===== config.mk =====
export PLATFORM = sky130hd
export DESIGN_NAME = dsmtc_ctrl
export DESIGN_NICKNAME = d
export VERILOG_FILES = /design/src/rtl/dsmtc_pkg.sv /design/src/rtl/dsmtc_ctrl.sv
export SDC_FILE = /design/constraint.sdc
export NUM_CORES = 1
export LEC_CHECK = 0
export ABC_CLOCK_PERIOD_IN_PS = 2890
export BUFFER_PORTS_ARGS = -buffer_cell sky130_fd_sc_hd__buf_2
export CORE_UTILIZATION = 45
export DETAILED_ROUTE_END_ITERATION = 7
export PLACE_DENSITY_LB_ADDON = 0.3
export SLEW_MARGIN = 20
export SYNTH_ARGS = -nofsm -noshare
export SYNTH_HDL_FRONTEND = slang
export SYNTH_SLANG_ARGS = --single-unit

===== constraint.sdc =====
create_clock -name pclk -period 2.89 [get_ports pclk]
set_input_delay 0.1445 -clock pclk [delete_from_list [all_inputs] [get_ports pclk]]
set_output_delay 0.1445 -clock pclk [all_outputs]
set_load 0.01 [all_outputs]

===== src/rtl/dsmtc_pkg.sv =====
/*
 * Constants and types for the drive speed monitor and terminal control block.
 * Assumes a 250 MHz pclk; times are held in units of 0.1 s and in Hz.
 */
package dsmtc_pkg;
    // ************************************************************
    // Timing
    // ************************************************************
    localparam int unsigned CLK_MHZ = 250;
    localparam int unsigned TENTH_S_NS = 100000000;
    localparam int unsigned CLK_PERIOD_NS = 1000 / CLK_MHZ;
    localparam int unsigned TENTH_S_CYCLES = TENTH_S_NS / CLK_PERIOD_NS;
    localparam int unsigned FLASH_TENTHS = 5;

    // ************************************************************
    // Fixed values, times in tenths of a second
    // ************************************************************
    localparam logic [7:0] FIXED_TIME_TENTHS = 8'h0a;
    localparam logic [7:0] FIXED_SETPOINT_HZ = 8'h05;
    localparam logic [7:0] BUS_MIN_FREQ_HZ = 8'h02;

    // ************************************************************
    // APB register map
    // ************************************************************
    localparam logic [7:0] ADDR_CTRL = 8'h00;
    localparam logic [7:0] ADDR_STATUS = 8'h04;
    localparam logic [7:0] ADDR_IRQ_STATUS = 8'h08;
    localparam logic [7:0] ADDR_IRQ_MASK = 8'h0c;
    localparam logic [7:0] ADDR_SETTINGS = 8'h10;
    localparam logic [7:0] ADDR_SPEED = 8'h14;
    localparam logic [2:0] CTRL_RESET = 3'h0;
    localparam logic [1:0] IRQ_MASK_RESET = 2'h0;

    // Speed phase of the monitor
    typedef enum logic [1:0] {
        DSMTC_IDLE = 2'b00,
        DSMTC_ACCEL = 2'b01,
        DSMTC_STEADY = 2'b10,
        DSMTC_DECEL = 2'b11
    } dsmtc_phase_type;

    // Status LED state
    typedef enum logic [1:0] {
        DSMTC_LED_OFF = 2'b00,
        DSMTC_LED_FLASH_YELLOW = 2'b01,
        DSMTC_LED_YELLOW = 2'b10,
        DSMTC_LED_GREEN = 2'b11
    } dsmtc_led_type;
endpackage


===== src/rtl/dsmtc_ctrl.sv =====
/*
 * Drive speed monitor and terminal control: mode decode, selector tables,
 * phase-based speed monitoring with fault, LED and relay decode, APB slave.
 * Assumes terminal, switch and speed inputs are synchronous to pclk.
 */
// The APB interface to the registers and the address map were chosen for this implementation.
// Behaviour
// - With extended monitoring active, speed monitoring stays on whatever the config switch says.
// - Address zero selects terminal operation, any nonzero address selects bus operation.
// - Terminal mode, switch off: time 2 from ramp selector, times 1/3 and ramp 1 s, setpoint from selector 2.
// - Terminal mode, switch on: time 2 from selector 2, times 1/3 1 s, setpoint 5 Hz, ramp from selector.
// - Bus mode, switch off: time 2 from ramp selector, times 1/3 from selector 2, ramp 1 s, minimum 2 Hz.
// - Bus mode, switch on: time 2 from selector 2, times 1/3 1 s, ramp from selector, minimum 2 Hz.
// - Monitoring time positions 0..9 give 0.1..1.0 s and position 10 gives 1.5 s.
// - Monitoring time 1 applies while speed rises toward a higher setpoint.
// - Monitoring time 2 applies from the moment the setpoint is reached; no deviation is timed in steady state, so time 2 never faults.
// - Monitoring time 3 applies while speed falls toward a lower setpoint.
// - Without brake functions or extended monitoring the relay is a ready contact, otherwise it is the brake relay.
// - In terminal mode a running command uses the analog setpoint while select is low.
// - Select high uses setpoint 2, positions giving 5,7,10,15,20,25,35,50,60,70,100 Hz.
// - Ramp positions give 0.1,0.2,0.3,0.5,0.7,1,2,3,5,7,10 s per 50 Hz step.
// - LED off without supply, flashing yellow without mains, yellow stop, green run.
`timescale 1ns/10ps
`default_nettype none
module dsmtc_ctrl
    import dsmtc_pkg::*;
#(
    parameter int unsigned TENTH_CYCLES = TENTH_S_CYCLES
) (
    input wire logic pclk,
    input wire logic presetn,
    input wire logic clk_en,
    input wire logic psel,
    input wire logic penable,
    input wire logic pwrite,
    input wire logic [7:0] paddr,
    input wire logic [31:0] pwdata,
    output logic [31:0] prdata,
    output logic pready,
    output logic pslverr,
    output logic irq,
    input wire logic [3:0] address_switch,
    input wire logic speed_config_switch,
    input wire logic [3:0] ramp_selector,
    input wire logic [3:0] second_setpoint_selector,
    input wire logic [7:0] first_setpoint_pot,
    input wire logic setpoint_select_input,
    input wire logic run_clockwise_input,
    input wire logic run_counterclockwise_input,
    input wire logic control_supply_ok,
    input wire logic mains_ok,
    input wire logic [7:0] actual_speed_hz,
    output logic bus_mode,
    output logic [7:0] setpoint_hz,
    output logic [7:0] min_freq_hz,
    output logic [7:0] ramp_tenths,
    output logic run_enable,
    output logic run_ccw,
    output logic [1:0] led_state,
    output logic output_relay,
    output logic speed_fault
);
    // ************************************************************
    // Selector tables
    // ************************************************************
    function automatic logic [7:0] monitor_tenths(input logic [3:0] pos);
        // Positions above 10 saturate at the top detent
        if (pos >= 4'ha) begin
            return 8'h0f;
        end
        return {4'h0, pos} + 8'h01;
    endfunction

    function automatic logic [7:0] setpoint2_hz(input logic [3:0] pos);
        case (pos)
            4'h0: return 8'h05;
            4'h1: return 8'h07;
            4'h2: return 8'h0a;
            4'h3: return 8'h0f;
            4'h4: return 8'h14;
            4'h5: return 8'h19;
            4'h6: return 8'h23;
            4'h7: return 8'h32;
            4'h8: return 8'h3c;
            4'h9: return 8'h46;
            default: return 8'h64;
        endcase
    endfunction

    function automatic logic [7:0] ramp_table(input logic [3:0] pos);
        case (pos)
            4'h0: return 8'h01;
            4'h1: return 8'h02;
            4'h2: return 8'h03;
            4'h3: return 8'h05;
            4'h4: return 8'h07;
            4'h5: return 8'h0a;
            4'h6: return 8'h14;
            4'h7: return 8'h1e;
            4'h8: return 8'h32;
            4'h9: return 8'h46;
            default: return 8'h64;
        endcase
    endfunction

    // ************************************************************
    // Register state
    // ************************************************************
    logic [2:0] ctrl; // 0: extended monitoring, 1: brake function, 2: fault reset pulse
    logic [1:0] irq_status;
    logic [1:0] irq_mask;
    logic [7:0] time1;
    logic [7:0] time2;
    logic [7:0] time3;
    logic [7:0] target_hz;
    logic [7:0] next_setpoint;
    logic monitor_on;
    dsmtc_phase_type phase;
    dsmtc_phase_type next_phase;
    logic [7:0] phase_limit;
    logic [7:0] tenth_count;
    logic [31:0] cycle_count;
    logic [31:0] flash_count;
    logic flash;
    logic wr_en;
    logic run_cmd;
    logic deviating;

    assign wr_en = psel && penable && pwrite;
    assign pready = 1'b1;
    assign pslverr = 1'b0;

    // ************************************************************
    // Mode and setting decode
    // ************************************************************
    // address zero test
    assign bus_mode = (address_switch != 4'h0);
    assign monitor_on = ctrl[0];
    assign run_cmd = run_clockwise_input ^ run_counterclockwise_input;

    // Setting selection per operating mode
    always_comb begin
        time1 = FIXED_TIME_TENTHS;
        time3 = FIXED_TIME_TENTHS;
        min_freq_hz = 8'h00;
        time2 = speed_config_switch ? monitor_tenths(second_setpoint_selector) : monitor_tenths(ramp_selector);
        ramp_tenths = speed_config_switch ? ramp_table(ramp_selector) : FIXED_TIME_TENTHS;
        target_hz = setpoint2_hz(second_setpoint_selector);
        if (!bus_mode) begin
            if (speed_config_switch) begin
                target_hz = FIXED_SETPOINT_HZ;
            end
        end else begin
            min_freq_hz = BUS_MIN_FREQ_HZ;
            if (!speed_config_switch) begin
                time1 = monitor_tenths(second_setpoint_selector);
                time3 = monitor_tenths(second_setpoint_selector);
            end
        end
        next_setpoint = setpoint_select_input ? target_hz : first_setpoint_pot;
        if (!run_cmd || !mains_ok || !control_supply_ok || speed_fault) begin
            next_setpoint = 8'h00;
        end
    end

    // Registered setpoint and direction outputs
    always_ff @(posedge pclk or negedge presetn) begin
        if (!presetn) begin
            setpoint_hz <= 8'h00;
            run_enable <= 1'b0;
            run_ccw <= 1'b0;
        end else if (clk_en) begin
            setpoint_hz <= next_setpoint;
            run_enable <= run_cmd && mains_ok && control_supply_ok && !speed_fault;
            run_ccw <= run_counterclockwise_input && !run_clockwise_input;
        end
    end

    // ************************************************************
    // Phase tracking and speed monitor
    // ************************************************************
    // Phase follows actual speed against the setpoint
    always_comb begin
        if (actual_speed_hz < setpoint_hz) begin
            next_phase = DSMTC_ACCEL;
        end else if (actual_speed_hz > setpoint_hz) begin
            next_phase = DSMTC_DECEL;
        end else begin
            next_phase = DSMTC_STEADY;
        end
        case (phase)
            DSMTC_ACCEL: phase_limit = time1;
            DSMTC_STEADY: phase_limit = time2;
            DSMTC_DECEL: phase_limit = time3;
            default: phase_limit = 8'hff;
        endcase
    end

    // Deviation: outside steady state the ramp must move within the phase time
    assign deviating = monitor_on && run_enable && (phase != DSMTC_STEADY) && (phase != DSMTC_IDLE);

    always_ff @(posedge pclk or negedge presetn) begin
        if (!presetn) begin
            phase <= DSMTC_IDLE;
        end else if (clk_en) begin
            phase <= run_enable ? next_phase : DSMTC_IDLE;
        end
    end

    // Deviation timer in tenths; restarts whenever the phase changes
    always_ff @(posedge pclk or negedge presetn) begin
        if (!presetn) begin
            cycle_count <= 32'h0;
            tenth_count <= 8'h00;
        end else if (clk_en) begin
            if (!deviating || (next_phase != phase)) begin
                cycle_count <= 32'h0;
                tenth_count <= 8'h00;
            end else if (cycle_count >= TENTH_CYCLES - 1) begin
                cycle_count <= 32'h0;
                if (tenth_count != 8'hff) begin
                    tenth_count <= tenth_count + 8'h01;
                end
            end else begin
                cycle_count <= cycle_count + 32'h1;
            end
        end
    end

    always_ff @(posedge pclk or negedge presetn) begin
        if (!presetn) begin
            speed_fault <= 1'b0;
        end else if (clk_en) begin
            if (deviating && (tenth_count >= phase_limit)) begin
                speed_fault <= 1'b1;
            end else if (ctrl[2] && !run_cmd) begin
                speed_fault <= 1'b0;
            end
        end
    end

    // ************************************************************
    // LED and relay
    // ************************************************************
    always_ff @(posedge pclk or negedge presetn) begin
        if (!presetn) begin
            flash_count <= 32'h0;
            flash <= 1'b0;
        end else if (clk_en) begin
            if (flash_count >= TENTH_CYCLES * FLASH_TENTHS - 1) begin
                flash_count <= 32'h0;
                flash <= !flash;
            end else begin
                flash_count <= flash_count + 32'h1;
            end
        end
    end

    always_ff @(posedge pclk or negedge presetn) begin
        if (!presetn) begin
            led_state <= DSMTC_LED_OFF;
        end else if (clk_en) begin
            if (!control_supply_ok) begin
                led_state <= DSMTC_LED_OFF;
            end else if (!mains_ok) begin
                led_state <= flash ? DSMTC_LED_FLASH_YELLOW : DSMTC_LED_OFF;
            end else if (run_cmd) begin
                led_state <= DSMTC_LED_GREEN;
            end else begin
                led_state <= DSMTC_LED_YELLOW;
            end
        end
    end

    always_ff @(posedge pclk or negedge presetn) begin
        if (!presetn) begin
            output_relay <= 1'b0;
        end else if (clk_en) begin
            if (ctrl[1] || ctrl[0]) begin
                output_relay <= run_enable;
            end else begin
                output_relay <= control_supply_ok && mains_ok && !speed_fault;
            end
        end
    end

    // ************************************************************
    // APB registers and interrupt
    // ************************************************************
    always_ff @(posedge pclk or negedge presetn) begin
        if (!presetn) begin
            ctrl <= CTRL_RESET;
            irq_mask <= IRQ_MASK_RESET;
        end else if (clk_en) begin
            ctrl[2] <= 1'b0;
            if (wr_en && (paddr == ADDR_CTRL)) begin
                ctrl <= pwdata[2:0];
            end else if (wr_en && (paddr == ADDR_IRQ_MASK)) begin
                irq_mask <= pwdata[1:0];
            end
        end
    end

    // Sticky events; set wins over a write-one clear in the same cycle
    logic [1:0] irq_clr;
    logic [1:0] irq_set;
    assign irq_clr = (wr_en && (paddr == ADDR_IRQ_STATUS)) ? pwdata[1:0] : 2'h0;
    assign irq_set = {(next_phase == DSMTC_STEADY) && (phase == DSMTC_ACCEL || phase == DSMTC_DECEL),
                      deviating && (tenth_count >= phase_limit) && !speed_fault};
    always_ff @(posedge pclk or negedge presetn) begin
        if (!presetn) begin
            irq_status <= 2'h0;
        end else if (clk_en) begin
            irq_status <= (irq_status & ~irq_clr) | irq_set;
        end
    end

    assign irq = |(irq_status & irq_mask);

    // Read data registered; unmapped reads return zero
    always_ff @(posedge pclk or negedge presetn) begin
        if (!presetn) begin
            prdata <= 32'h0;
        end else if (clk_en) begin
            if (paddr == ADDR_CTRL) begin
                prdata <= {29'h0, ctrl};
            end else if (paddr == ADDR_STATUS) begin
                prdata <= {22'h0, led_state, phase, output_relay, run_ccw, run_enable, speed_fault, monitor_on, bus_mode};
            end else if (paddr == ADDR_IRQ_STATUS) begin
                prdata <= {30'h0, irq_status};
            end else if (paddr == ADDR_IRQ_MASK) begin
                prdata <= {30'h0, irq_mask};
            end else if (paddr == ADDR_SETTINGS) begin
                prdata <= {time1, time2, time3, ramp_tenths};
            end else if (paddr == ADDR_SPEED) begin
                prdata <= {8'h00, min_freq_hz, setpoint_hz, tenth_count};
            end else begin
                prdata <= 32'h0;
            end
        end
    end
endmodule // dsmtc_ctrl
`default_nettype wire


Yosys cells after proc, flatten, opt, wreduce, memory -nomap -nowiden
Memories as Yosys holds them, arrays and structs flattened.
Index checks and enable logic that the tools add are counted.
{"block": "totals", "n_memories": 2, "output_inout_bits": 66, "reg_bits": 128, "mem_bits_ro": 224, "word_cells": 135}
{"memory": "(no name shown)", "depth": 16, "width": 7, "read_ports": 1, "rd_ports_with_merged_regs": 0, "write_ports": 0, "line": "dsmtc_ctrl.sv:91", "source": "case (pos)"}
{"memory": "(no name shown)", "depth": 16, "width": 7, "read_ports": 1, "rd_ports_with_merged_regs": 0, "write_ports": 0, "line": "dsmtc_ctrl.sv:75", "source": "case (pos)"}
{"block": "classes", "mux": 43, "eq_ne": 12, "reduce_logical": 44, "n_addsub": 5, "order_cmp": 7, "bitwise_logic": 6}
{"op": "$mux W32", "n": 8}
{"op": "$mux W8", "n": 16}
{"op": "$add A32 B1 Y32 const B", "n": 2}
{"op": "$ge A32 B25 Y1 const B", "n": 1}
{"op": "$ge A32 B27 Y1 const B", "n": 1}
{"op": "$mux W24", "n": 1}
{"op": "$logic_and A1 B1 Y1", "n": 18}
{"op": "$eq A8 B4 Y1 const B", "n": 2}
{"op": "$eq A8 B5 Y1 const B", "n": 2}
{"op": "$pmux W8 S2", "n": 1}
{"op": "$mux W2", "n": 6}
{"op": "$add A4 B1 Y5 const B", "n": 2}
{"op": "$mux W1", "n": 10}
{"op": "$add A8 B1 Y8 const B", "n": 1}
{"op": "$eq A8 B3 Y1 const B", "n": 1}
{"op": "$ge A4 B4 Y1 const B", "n": 2}
{"op": "$ge A8 B8 Y1", "n": 1}
{"op": "$gt A8 B8 Y1", "n": 1}
{"op": "$logic_not A8 Y1", "n": 1}
{"op": "$lt A8 B8 Y1", "n": 1}
{"op": "$ne A8 B8 Y1 const B", "n": 1}
{"op": "$reduce_bool A2 Y1", "n": 4}
{"op": "$logic_not A1 Y1", "n": 7}
{"op": "$eq A2 B2 Y1 const B", "n": 3}
{"op": "other kinds (14)", "n": 24}

Depth between registers and ports, before layout
Gate-level depths: netlist of run 1.
{"block": "depth", "depth_word": 12, "ltp_mapped": 15, "depth_no_buf": 15}

Worst setup path after synthesis of run 1
Ideal clock, no wire load.
{"block": "synth_timing", "path_kind": "input to register", "from": "in ramp_selector[0]", "to": "reg irq_status[0]", "setup_time_ps": 130, "n_path_buf": 0, "required_time_ps": 2760, "cell_stages": 15, "slack_ps": 330, "arrival_ps": 2430, "cell_sequence": "inv_1 > ha_1 > or3_1 > a21oi_1 > nand2_1 > o21ai_0 > a31oi_1 > ha_1 > nand2b_1 > a21o_1 > a21o_1 > a211oi_1 > o21bai_1 > a21oi_1 > o21ai_0"}
{"block": "synth_via", "elab_chain_len": 9, "word_cells_on_any_way": 10}
{"element": "start: declaration", "line": "dsmtc_ctrl.sv:44", "source": "input wire logic [3:0] ramp_selector,"}
{"element": "$ge A4 B4 Y1", "line": "dsmtc_ctrl.sv:68", "source": "if (pos >= 4'ha) begin"}
{"element": "$mux W1", "line": "dsmtc_ctrl.sv:68"}
{"element": "$mux W8 (*)", "line": "dsmtc_ctrl.sv:71", "source": "return {4'h0, pos} + 8'h01;"}
{"element": "$mux W8 (*)", "line": "dsmtc_ctrl.sv:146", "source": "time2 = speed_config_switch ? monitor_tenths(second_setpoint_selector) : monitor_tenths(ramp_selector);"}
{"element": "$pmux W8 S2 (*)", "line": "dsmtc_ctrl.sv:191", "source": "case (phase)"}
{"element": "$ge A8 B8 Y1 (*)", "line": "dsmtc_ctrl.sv:309", "source": "deviating && (tenth_count >= phase_limit) && !speed_fault};"}
{"element": "$logic_and A1 B1 Y1 (*) (2 in series)", "line": "dsmtc_ctrl.sv:309"}
{"element": "$or A2 B2 Y2 (*)", "line": "dsmtc_ctrl.sv:314", "source": "irq_status <= (irq_status & ~irq_clr) | irq_set;"}
{"element": "end signal: assignment", "line": "dsmtc_ctrl.sv:314"}
{"element": "end: declaration", "line": "dsmtc_ctrl.sv:110", "source": "logic [1:0] irq_status;"}
Every way passes the cells marked *; elsewhere a longest branch is shown, timed or not.
A chain may end at the register's enable or synchronous reset.

Final worst setup path of run 1
{"block": "layout_timing", "from": "reg cycle_count[27]", "to": "reg cycle_count[24]"}
{"block": "layout_via", "elab_chain_len": 3}
{"element": "start: declaration", "line": "dsmtc_ctrl.sv:122", "source": "logic [31:0] cycle_count;"}
{"element": "start signal: assignment", "line": "dsmtc_ctrl.sv:225", "source": "cycle_count <= cycle_count + 32'h1;"}
{"element": "$ge A32 B25 Y1", "line": "dsmtc_ctrl.sv:219", "source": "end else if (cycle_count >= TENTH_CYCLES - 1) begin"}
{"element": "$mux W32", "line": "dsmtc_ctrl.sv:219"}
{"element": "$mux W32", "line": "dsmtc_ctrl.sv:216", "source": "if (!deviating || (next_phase != phase)) begin"}
No other way between the ends.

==> results.md, run 1 <==
* Outcome: complete, no violations
* Number of DRC markers in iteration 0 at roughly 430
* Post-CTS setup buffer count at 0
* Place WS at 0.0463 ns
* WP data required at about 3.2 ns
* Clock transition at the registers of the reported paths at 0.06 ns
* Psw at 1.12 mW
* CP Class: reg2reg
* Comb pwr share at about 9%
* Crit end category: flop
* CP Max Fanout at 23
* Post-route DRC at 0
* Leak Pwr at 4.09 nW
* Sequential area share after synthesis at 43.2%
* Number of global-route vias before repair at 5826
* Via count at 6100
* Max incr delay on CP at ~0.73 ns
* Synth Area in XOR/XNOR at 5.20%
* Post-synthesis mux area share at between 2 and 2.5%
* Buffers & Inverters on Critical Path at 0
* Die Y-Extent at 127 microns
* Worst slew pin tran at 0.961 ns
* Fillcell total at 1428
* Period utilization at between 90% and 100%
* EDFF count, synth at 0
* Hpwl dp at 12.0 mm
* Clock Tree Buf Depth at 2
* Pin count of the biggest net entering global routing at 51
* CTS buffer count at 17
* Layout cells sized above 1 at between 10% and 20%
* Worst Skew at between 0.007 and 0.008 ns
* Overflow left after global routing at 0
* Maximum vdd drop at 402 uV
* Fmax at 378 MHz
* Synth Cell Area at 7070 sq um
* Max Cap Viol at 0
* Synthesized area per cell at 8.87 sq um
* N_diodes at 0
* IO buf count at 100
* Setup ws final at 0.245 ns
* Die area at 16200 sq um
* Die W at between 100 and 150 microns
* Routing usage on met3 at 4.06%
* Antenna-violating nets left at 0
* Period minus WS final at approximately 2.6 ns
* Reg power frac at 40.1%
* Setup TNS at 0 ns
* Layout Nets at 1024
* Avg WL per Cell at 14.9 microns
* Headroom to the max-slew limit at ~36%
* Hold WC Path Type: in2reg
* Layout area overhead at 20.5%
* Setup crit start: cycle_count[27]$_DFFE_PN0P_
* Ys async rst share at 100%
* Most frequent cell after synthesis: dfrtp_1
* Hold Fails Final Rpt at 0
* DR pass1 iterations at 7
* Synth Area in Adders at approximately 5.3%
* Worst setup SP type: flop
* RSZ-0062 raised after global routing: no
* GR peak layer: met2
* CP top delay family: simple AND/OR/NAND/NOR gates
* Root Driver: clkbuf_16
* WP data arrival at between 2 and 3 ns
* GRT met2 Usage at 35.5%
* Hold_sp: first_setpoint_pot[0]
* Initial Util at 46.3%
* Synth top area share at 43.2%
* Power share of the clock group at around 50%
* Grt met1 use at a little under a third
* CTS Hold Buffers Added at 7
* Top cells by area, synth: dfrtp_1 43%, ha_1 5.3%, nor2_1 4.9%
* Yosys cell types at 67
* Area leader, netlist: dfrtp_1
* GPL Wtd Cong at 0.826
* Crit-path cells: or4_4 > nor3_1 > nand4b_1 > nand2_2 > a21oi_4 > nor2_2 > nor2_1
* #FFs+latches synth at around 120
* Number of cell rows at 45
* Worst flop-to-flop path startpoint: cycle_count[27]$_DFFE_PN0P_
* Post-Synth Simple-Gate Area at 21.7%
* CTS tree: built
* Compound-gate portion of the synthesized area at 16.4%
* First-pass GRT wire length at 28.6 mm
* IO Count at 146
* Slew Limit Fails at 0
* Initial antenna violation count at 1
* Crit-path slowest cell: nor2_2
* Synth Flop Type: dfrtp_1
* DRT Wirelength at 17.0 mm
* Synth Warn # at 0
* Setup Viol. Count Final at 0
* Top post-synthesis cells by count: 122 x dfrtp_1, 93 x nor2_1, 81 x nand2_1
* Cell Pwr Density at 531 nW/um^2
* Largest family of logic cells by synthesized area: simple AND/OR/NAND/NOR gates
* Vias per inst at 5.36
* Syn Inst Count at 797
* H-tree Lvls at 4
* Switching Share at between 20% and 30%
* Placeable Area at 15300 sq um
* Clk_lat worst skew at 0.42 ns
* GR Util All Layers at between 20% and 30%
* P_int at roughly 3.4 mW
* Post-CTS sizing at 0
* CTS sink cnt at between 100 and 150
## placed cells by master (no fill, tap or decap), types with 5 or more instances in the layout
cell type	n
dfrtp_1	122
buf_2	99
nor2_1	93
nand2_1	81
o21ai_0	55
inv_1	47
a21oi_1	39
nand3_1	38
ha_1	30
xor2_1	25
and3_1	21
buf_4	21
xnor2_1	17
clkbuf_16	17
nand4_1	16
conb_1	16
nor3_1	14
o22ai_1	12
nor2b_1	11
a22o_1	9
mux2i_1	8
a21o_1	8
o31ai_1	7
o2bb2ai_1	7
dlygate4sd3_1	7
nand2b_1	6
a31oi_1	6
mux2_2	6
or3_1	5
nor4_1	5
## power groups by stage
stage	registers (mW)	clock network, mW	logic (mW)
after floorplan	1.84	0	0.241
after global routing	1.82	2.41	0.463
after global placement	1.84	0	0.395
final	1.82	2.30	0.409
after CTS	1.82	2.34	0.411
after detailed placement	1.84	0	0.401
## metrics by stage
step / hold slack, ns / utilization [%] / std cells / cell area, sq um / total power, mW
6_report: 0.00811 / 55.9 / 1138 / 8520 / 4.53
5_1_grt: 0.0173 / 55.9 / 1138 / 8520 / 4.70
4_1_cts: 0.000535 / 55.9 / 1138 / 8520 / 4.56
3_5_place_dp: 0.185 / 51.2 / 1099 / 7810 / 2.25
3_3_place_gp: 0.184 / 51.2 / 1099 / 7810 / 2.24
2_1_floorplan: -0.151 / - / 811 / 7120 / 2.08
## state kept, by name (all words and copies together) (netlist names), 3 cells and up
signal	flops
prdata	26
setpoint_hz	8
ctrl	3
tenth_count	8
cycle_count	32
flash_count	32
## per-layer routing
metal,wire (microns),up-vias
met3,645,26
met4,363,2
met2,7960,160
met5,13,-
li1,-,3015
met1,7990,2897
## final timing paths
path                                                    end  cells after the start  slack (ns)
worst max register to register  cycle_count[24]$_DFFE_PN0P_                      7        0.24
worst min-delay path             setpoint_hz[0]$_DFFE_PN0P_                      3       0.008
max in group asynchronous       flash_count[10]$_DFFE_PN0P_                      3        1.78
min in group asynchronous       cycle_count[21]$_DFFE_PN0P_                      2        0.28
worst max-delay path            cycle_count[24]$_DFFE_PN0P_                      7        0.24
worst min register to register       prdata[17]$_DFFE_PN0P_                      1        0.49
## worst register-to-register path: cells and delay by family (launching register included)
kind | cells | cell delay [ns]
compound gates | 1 | 0.05
simple gates | 6 | 2.01
flops | 1 | 0.42
## logic make-up after synthesis
kind of cell / Yosys count
and+or+nand+nor: 317
AOI/OAI and AO/OA: 179
DFF: 122
buffers and inverters: 91
xor gates and xnor gates: 42
adders and majority gates: 30
muxes: 14
other: 2
## layout make-up
| class | count | area, sq um | area share, % |
|---|---|---|---|
| Clock buffer | 19 | 453 | 5.31 |
| Clock inverter | 13 | 190 | 2.23 |
| Sequential cell | 122 | 3050 | 35.8 |
| Tap cell | 211 | 264 | 3.10 |
| Inverter | 47 | 176 | 2.07 |
| Multi-Input combinational cell | 598 | 3640 | 42.7 |
| Timing Repair Buffer | 128 | 743 | 8.72 |
No activity file was read; power rests on OpenSTA's default activity.
==> run 2, diff against run 1 <==
--- a/config.mk
+++ b/config.mk
@@ -7,7 +7,9 @@
 export LEC_CHECK = 0
 export ABC_CLOCK_PERIOD_IN_PS = 2890
 export BUFFER_PORTS_ARGS = -buffer_cell sky130_fd_sc_hd__buf_2
-export CORE_UTILIZATION = 45
+export CELL_PAD_IN_SITES_DETAIL_PLACEMENT = 1
+export CELL_PAD_IN_SITES_GLOBAL_PLACEMENT = 2
+export CORE_UTILIZATION = 33
 export DETAILED_ROUTE_END_ITERATION = 7
 export PLACE_DENSITY_LB_ADDON = 0.3
 export SLEW_MARGIN = 20
==> results.md, run 2 (synthesized netlist as in run 1, its figures left out) <==
* CP top delay family: simple AND/OR/NAND/NOR gates
* IO buf count at 100 (unchanged)
* Placeable Area at 21000 sq um (+38%)
* Initial Util at 33.6% (-13 points)
* Critical path depth at 8 (+1)
* CP Class: reg2reg
* Layout cells sized above 1 at 18.7% (unchanged)
* Fillcell total at 2483 (+74%)
* Max Cap Viol at 0 (unchanged)
* CTS sink cnt at 122 (unchanged)
* Pin count of the biggest net entering global routing at 65 (+27%)
* Layout area overhead at 20.9%
* H-tree Lvls at 4 (unchanged)
* Clock Tree Buf Depth at 2 (unchanged)
* Slew Limit Fails at 0 (unchanged)
* Die W at 148 microns (+17%)
* Max incr delay on CP at 0.56 ns (-0.17 ns)
* Number of cell rows at 53 (+18%)
* WP data arrival at 2.88 ns (-0.03 ns)
* Hold Path Sink: ctrl[0]$_DFFE_PN0P_
* Worst setup SP type: flop
* Hold WC Path Type: in2reg
* CTS buffer count at 17 (unchanged)
* Overflow left after global routing at 0 (unchanged)
* Via count at 6162 (+1.0%)
* Period minus WS final at 2.56 ns (-0.0822 ns)
* Number of DRC markers in iteration 0 at 274 (-36%)
* Crit-path slowest cell: or4_4
* Worst slew pin tran at 0.868 ns (-0.0929 ns)
* Clock transition at the registers of the reported paths at 0.05 ns (about the same)
* Worst flop-to-flop path startpoint: cycle_count[27]$_DFFE_PN0P_
* Antenna-violating nets left at 0 (unchanged)
* Total power at 4.33 mW (-4.3%)
* DRT Wirelength at 20.1 mm (+18%)
* Post-CTS setup buffer count at 0 (unchanged)
* Hold Fails Final Rpt at 0 (unchanged)
* Die Y-Extent at 148 microns (+17%)
* Hold Path Depth at 2 (-1)
* Fmax at 390 MHz (+3.2%)
* End of the worst register-to-register path: cycle_count[4]$_DFFE_PN0P_
* Commonest non-fill, non-tap cell in the layout: dfrtp_1
* Hpwl dp at 14.6 mm (+21%)
* RSZ-0062 raised after global routing: no
* Die area at 22000 sq um (+36%)
* Final Cell Area at 8550 sq um (+0.28%)
* WP data required at 3.20 ns (+0.05 ns)
* Headroom to the max-slew limit at 42.1% (+6.3 points)
* DR pass1 iterations at 4 (-3)
* Vias per inst at 5.13 (-4.4%)
* Initial antenna violation count at 0 (-1)
* Worst path most repeated cell: nand2_2
* Post-route DRC at 0 (unchanged)
* Maximum vdd drop at 361 uV (-10%)
* Worst Skew at 0.0112 ns (+0.00408 ns)
* Crit end category: flop
* Clk_lat worst skew at 0.42 ns (about the same)
* Avg WL per Cell at 16.7 microns (+12%)
* Hold_sp: pwdata[0]
* Most frequent cells in the layout: 122 x dfrtp_1, 99 x buf_2, 93 x nor2_1
* Cell Pwr Density at 507 nW/um^2 (-4.6%)
* GR Util All Layers at 19.3% (-3.1 points)
* R2r setup slk at 0.33 ns (+0.08 ns)
* Setup TNS at 0 ns (unchanged)
* CP Max Fanout at 6 (-74%)
* Leak Pwr at 4.07 nW (-0.44%)
* Layout Utilization at 40.7% (-15 points)
* Number of global-route vias before repair at 6516 (+12%)
* Outcome: complete, no violations
* Biggest regs: cycle_count: 32 flops, flash_count: 32 flops, prdata: 26 flops
* Buffers & Inverters on Critical Path at 1 (+1)
* Placed inst area at 7910 sq um (+1.3%)
* GPL Wtd Cong at 0.794 (-3.9%)
* Setup Viol. Count Final at 0 (unchanged)
* CTS tree: built
* N_diodes at 0 (unchanged)
* First-pass GRT wire length at 33.5 mm (+17%)
* IO Count at 146 (unchanged)
* Layout Nets at 1025 (+0.098%)
* Setup crit start: cycle_count[27]$_DFFE_PN0P_
* Root Driver: clkbuf_16
* Period utilization at 88.7% (-2.8 points)
* R2r worst-path depth at 8 (+1)
* Crit-path cells: or4_4 > or2_0 > a221oi_2 > nand2_2 > a21oi_4 > buf_4 > nand2_2 > o31ai_1
## run 2: final cells by class
class                           instances  area, sq um  share of cell area (%)
Sequential cell                       122         3050                    35.7
Timing Repair Buffer                  129          746                    8.73
Inverter                               47          176                    2.06
Clock inverter                         10          119                    1.39
Tap cell                              275          344                    4.03
Clock buffer                           21          460                    5.39
Multi-Input combinational cell        598         3650                    42.7
## run 2: through the flow
step / cells / hold WS [ns] / setup WS, ns
after floorplan: 811 / -0.151 / 0.330
after global placement: 1166 / 0.318 / 0.0310
after global routing: 1202 / 0.0126 / 0.0872
after CTS: 1202 / 0.00226 / 0.129
final: 1202 / 0.0154 / 0.327
after detailed placement: 1166 / 0.315 / -0.00785
## run 2: worst max path at each step
| stage | to | slack [ns] |
|---|---|---|
| 2_1_floorplan | irq_status[0]$_DFFE_PN0P_ | 0.33 |
| 3_5_place_dp | irq_status[0]$_DFFE_PN0P_ | -0.008 |
| 5_1_grt | irq_status[0]$_DFFE_PN0P_ | 0.09 |
| 4_1_cts | cycle_count[22]$_DFFE_PN0P_ | 0.13 |
| 6_report | cycle_count[4]$_DFFE_PN0P_ | 0.33 |
| 3_3_place_gp | irq_status[0]$_DFFE_PN0P_ | 0.03 |
## run 2: power by group
group / internal, mW / leakage [nW] / switching (mW)
Combinational: 0.151 / 2.12 / 0.263
Clock: 1.31 / 0.276 / 0.788
Sequential: 1.76 / 1.68 / 0.0596
Total: 3.22 / 4.07 / 1.11
## run 2: layer usage
metal	global-route usage, %	routed length, microns	up-vias
met1	25.7	9710	3044
li1	-	-	3009
met2	31.9	9580	91
met5	0	0	-
met4	5.98	293	0
met3	3.28	530	18
## run 2: what timing repair did
| item | CTS | global route |
|---|---|---|
| gates resized for setup | 0 | 1 |
| endpoints found under the setup margin | 0 | 8 |
| hold buffers | 5 | 0 |
| hold endpoints to repair | 67 | 0 |
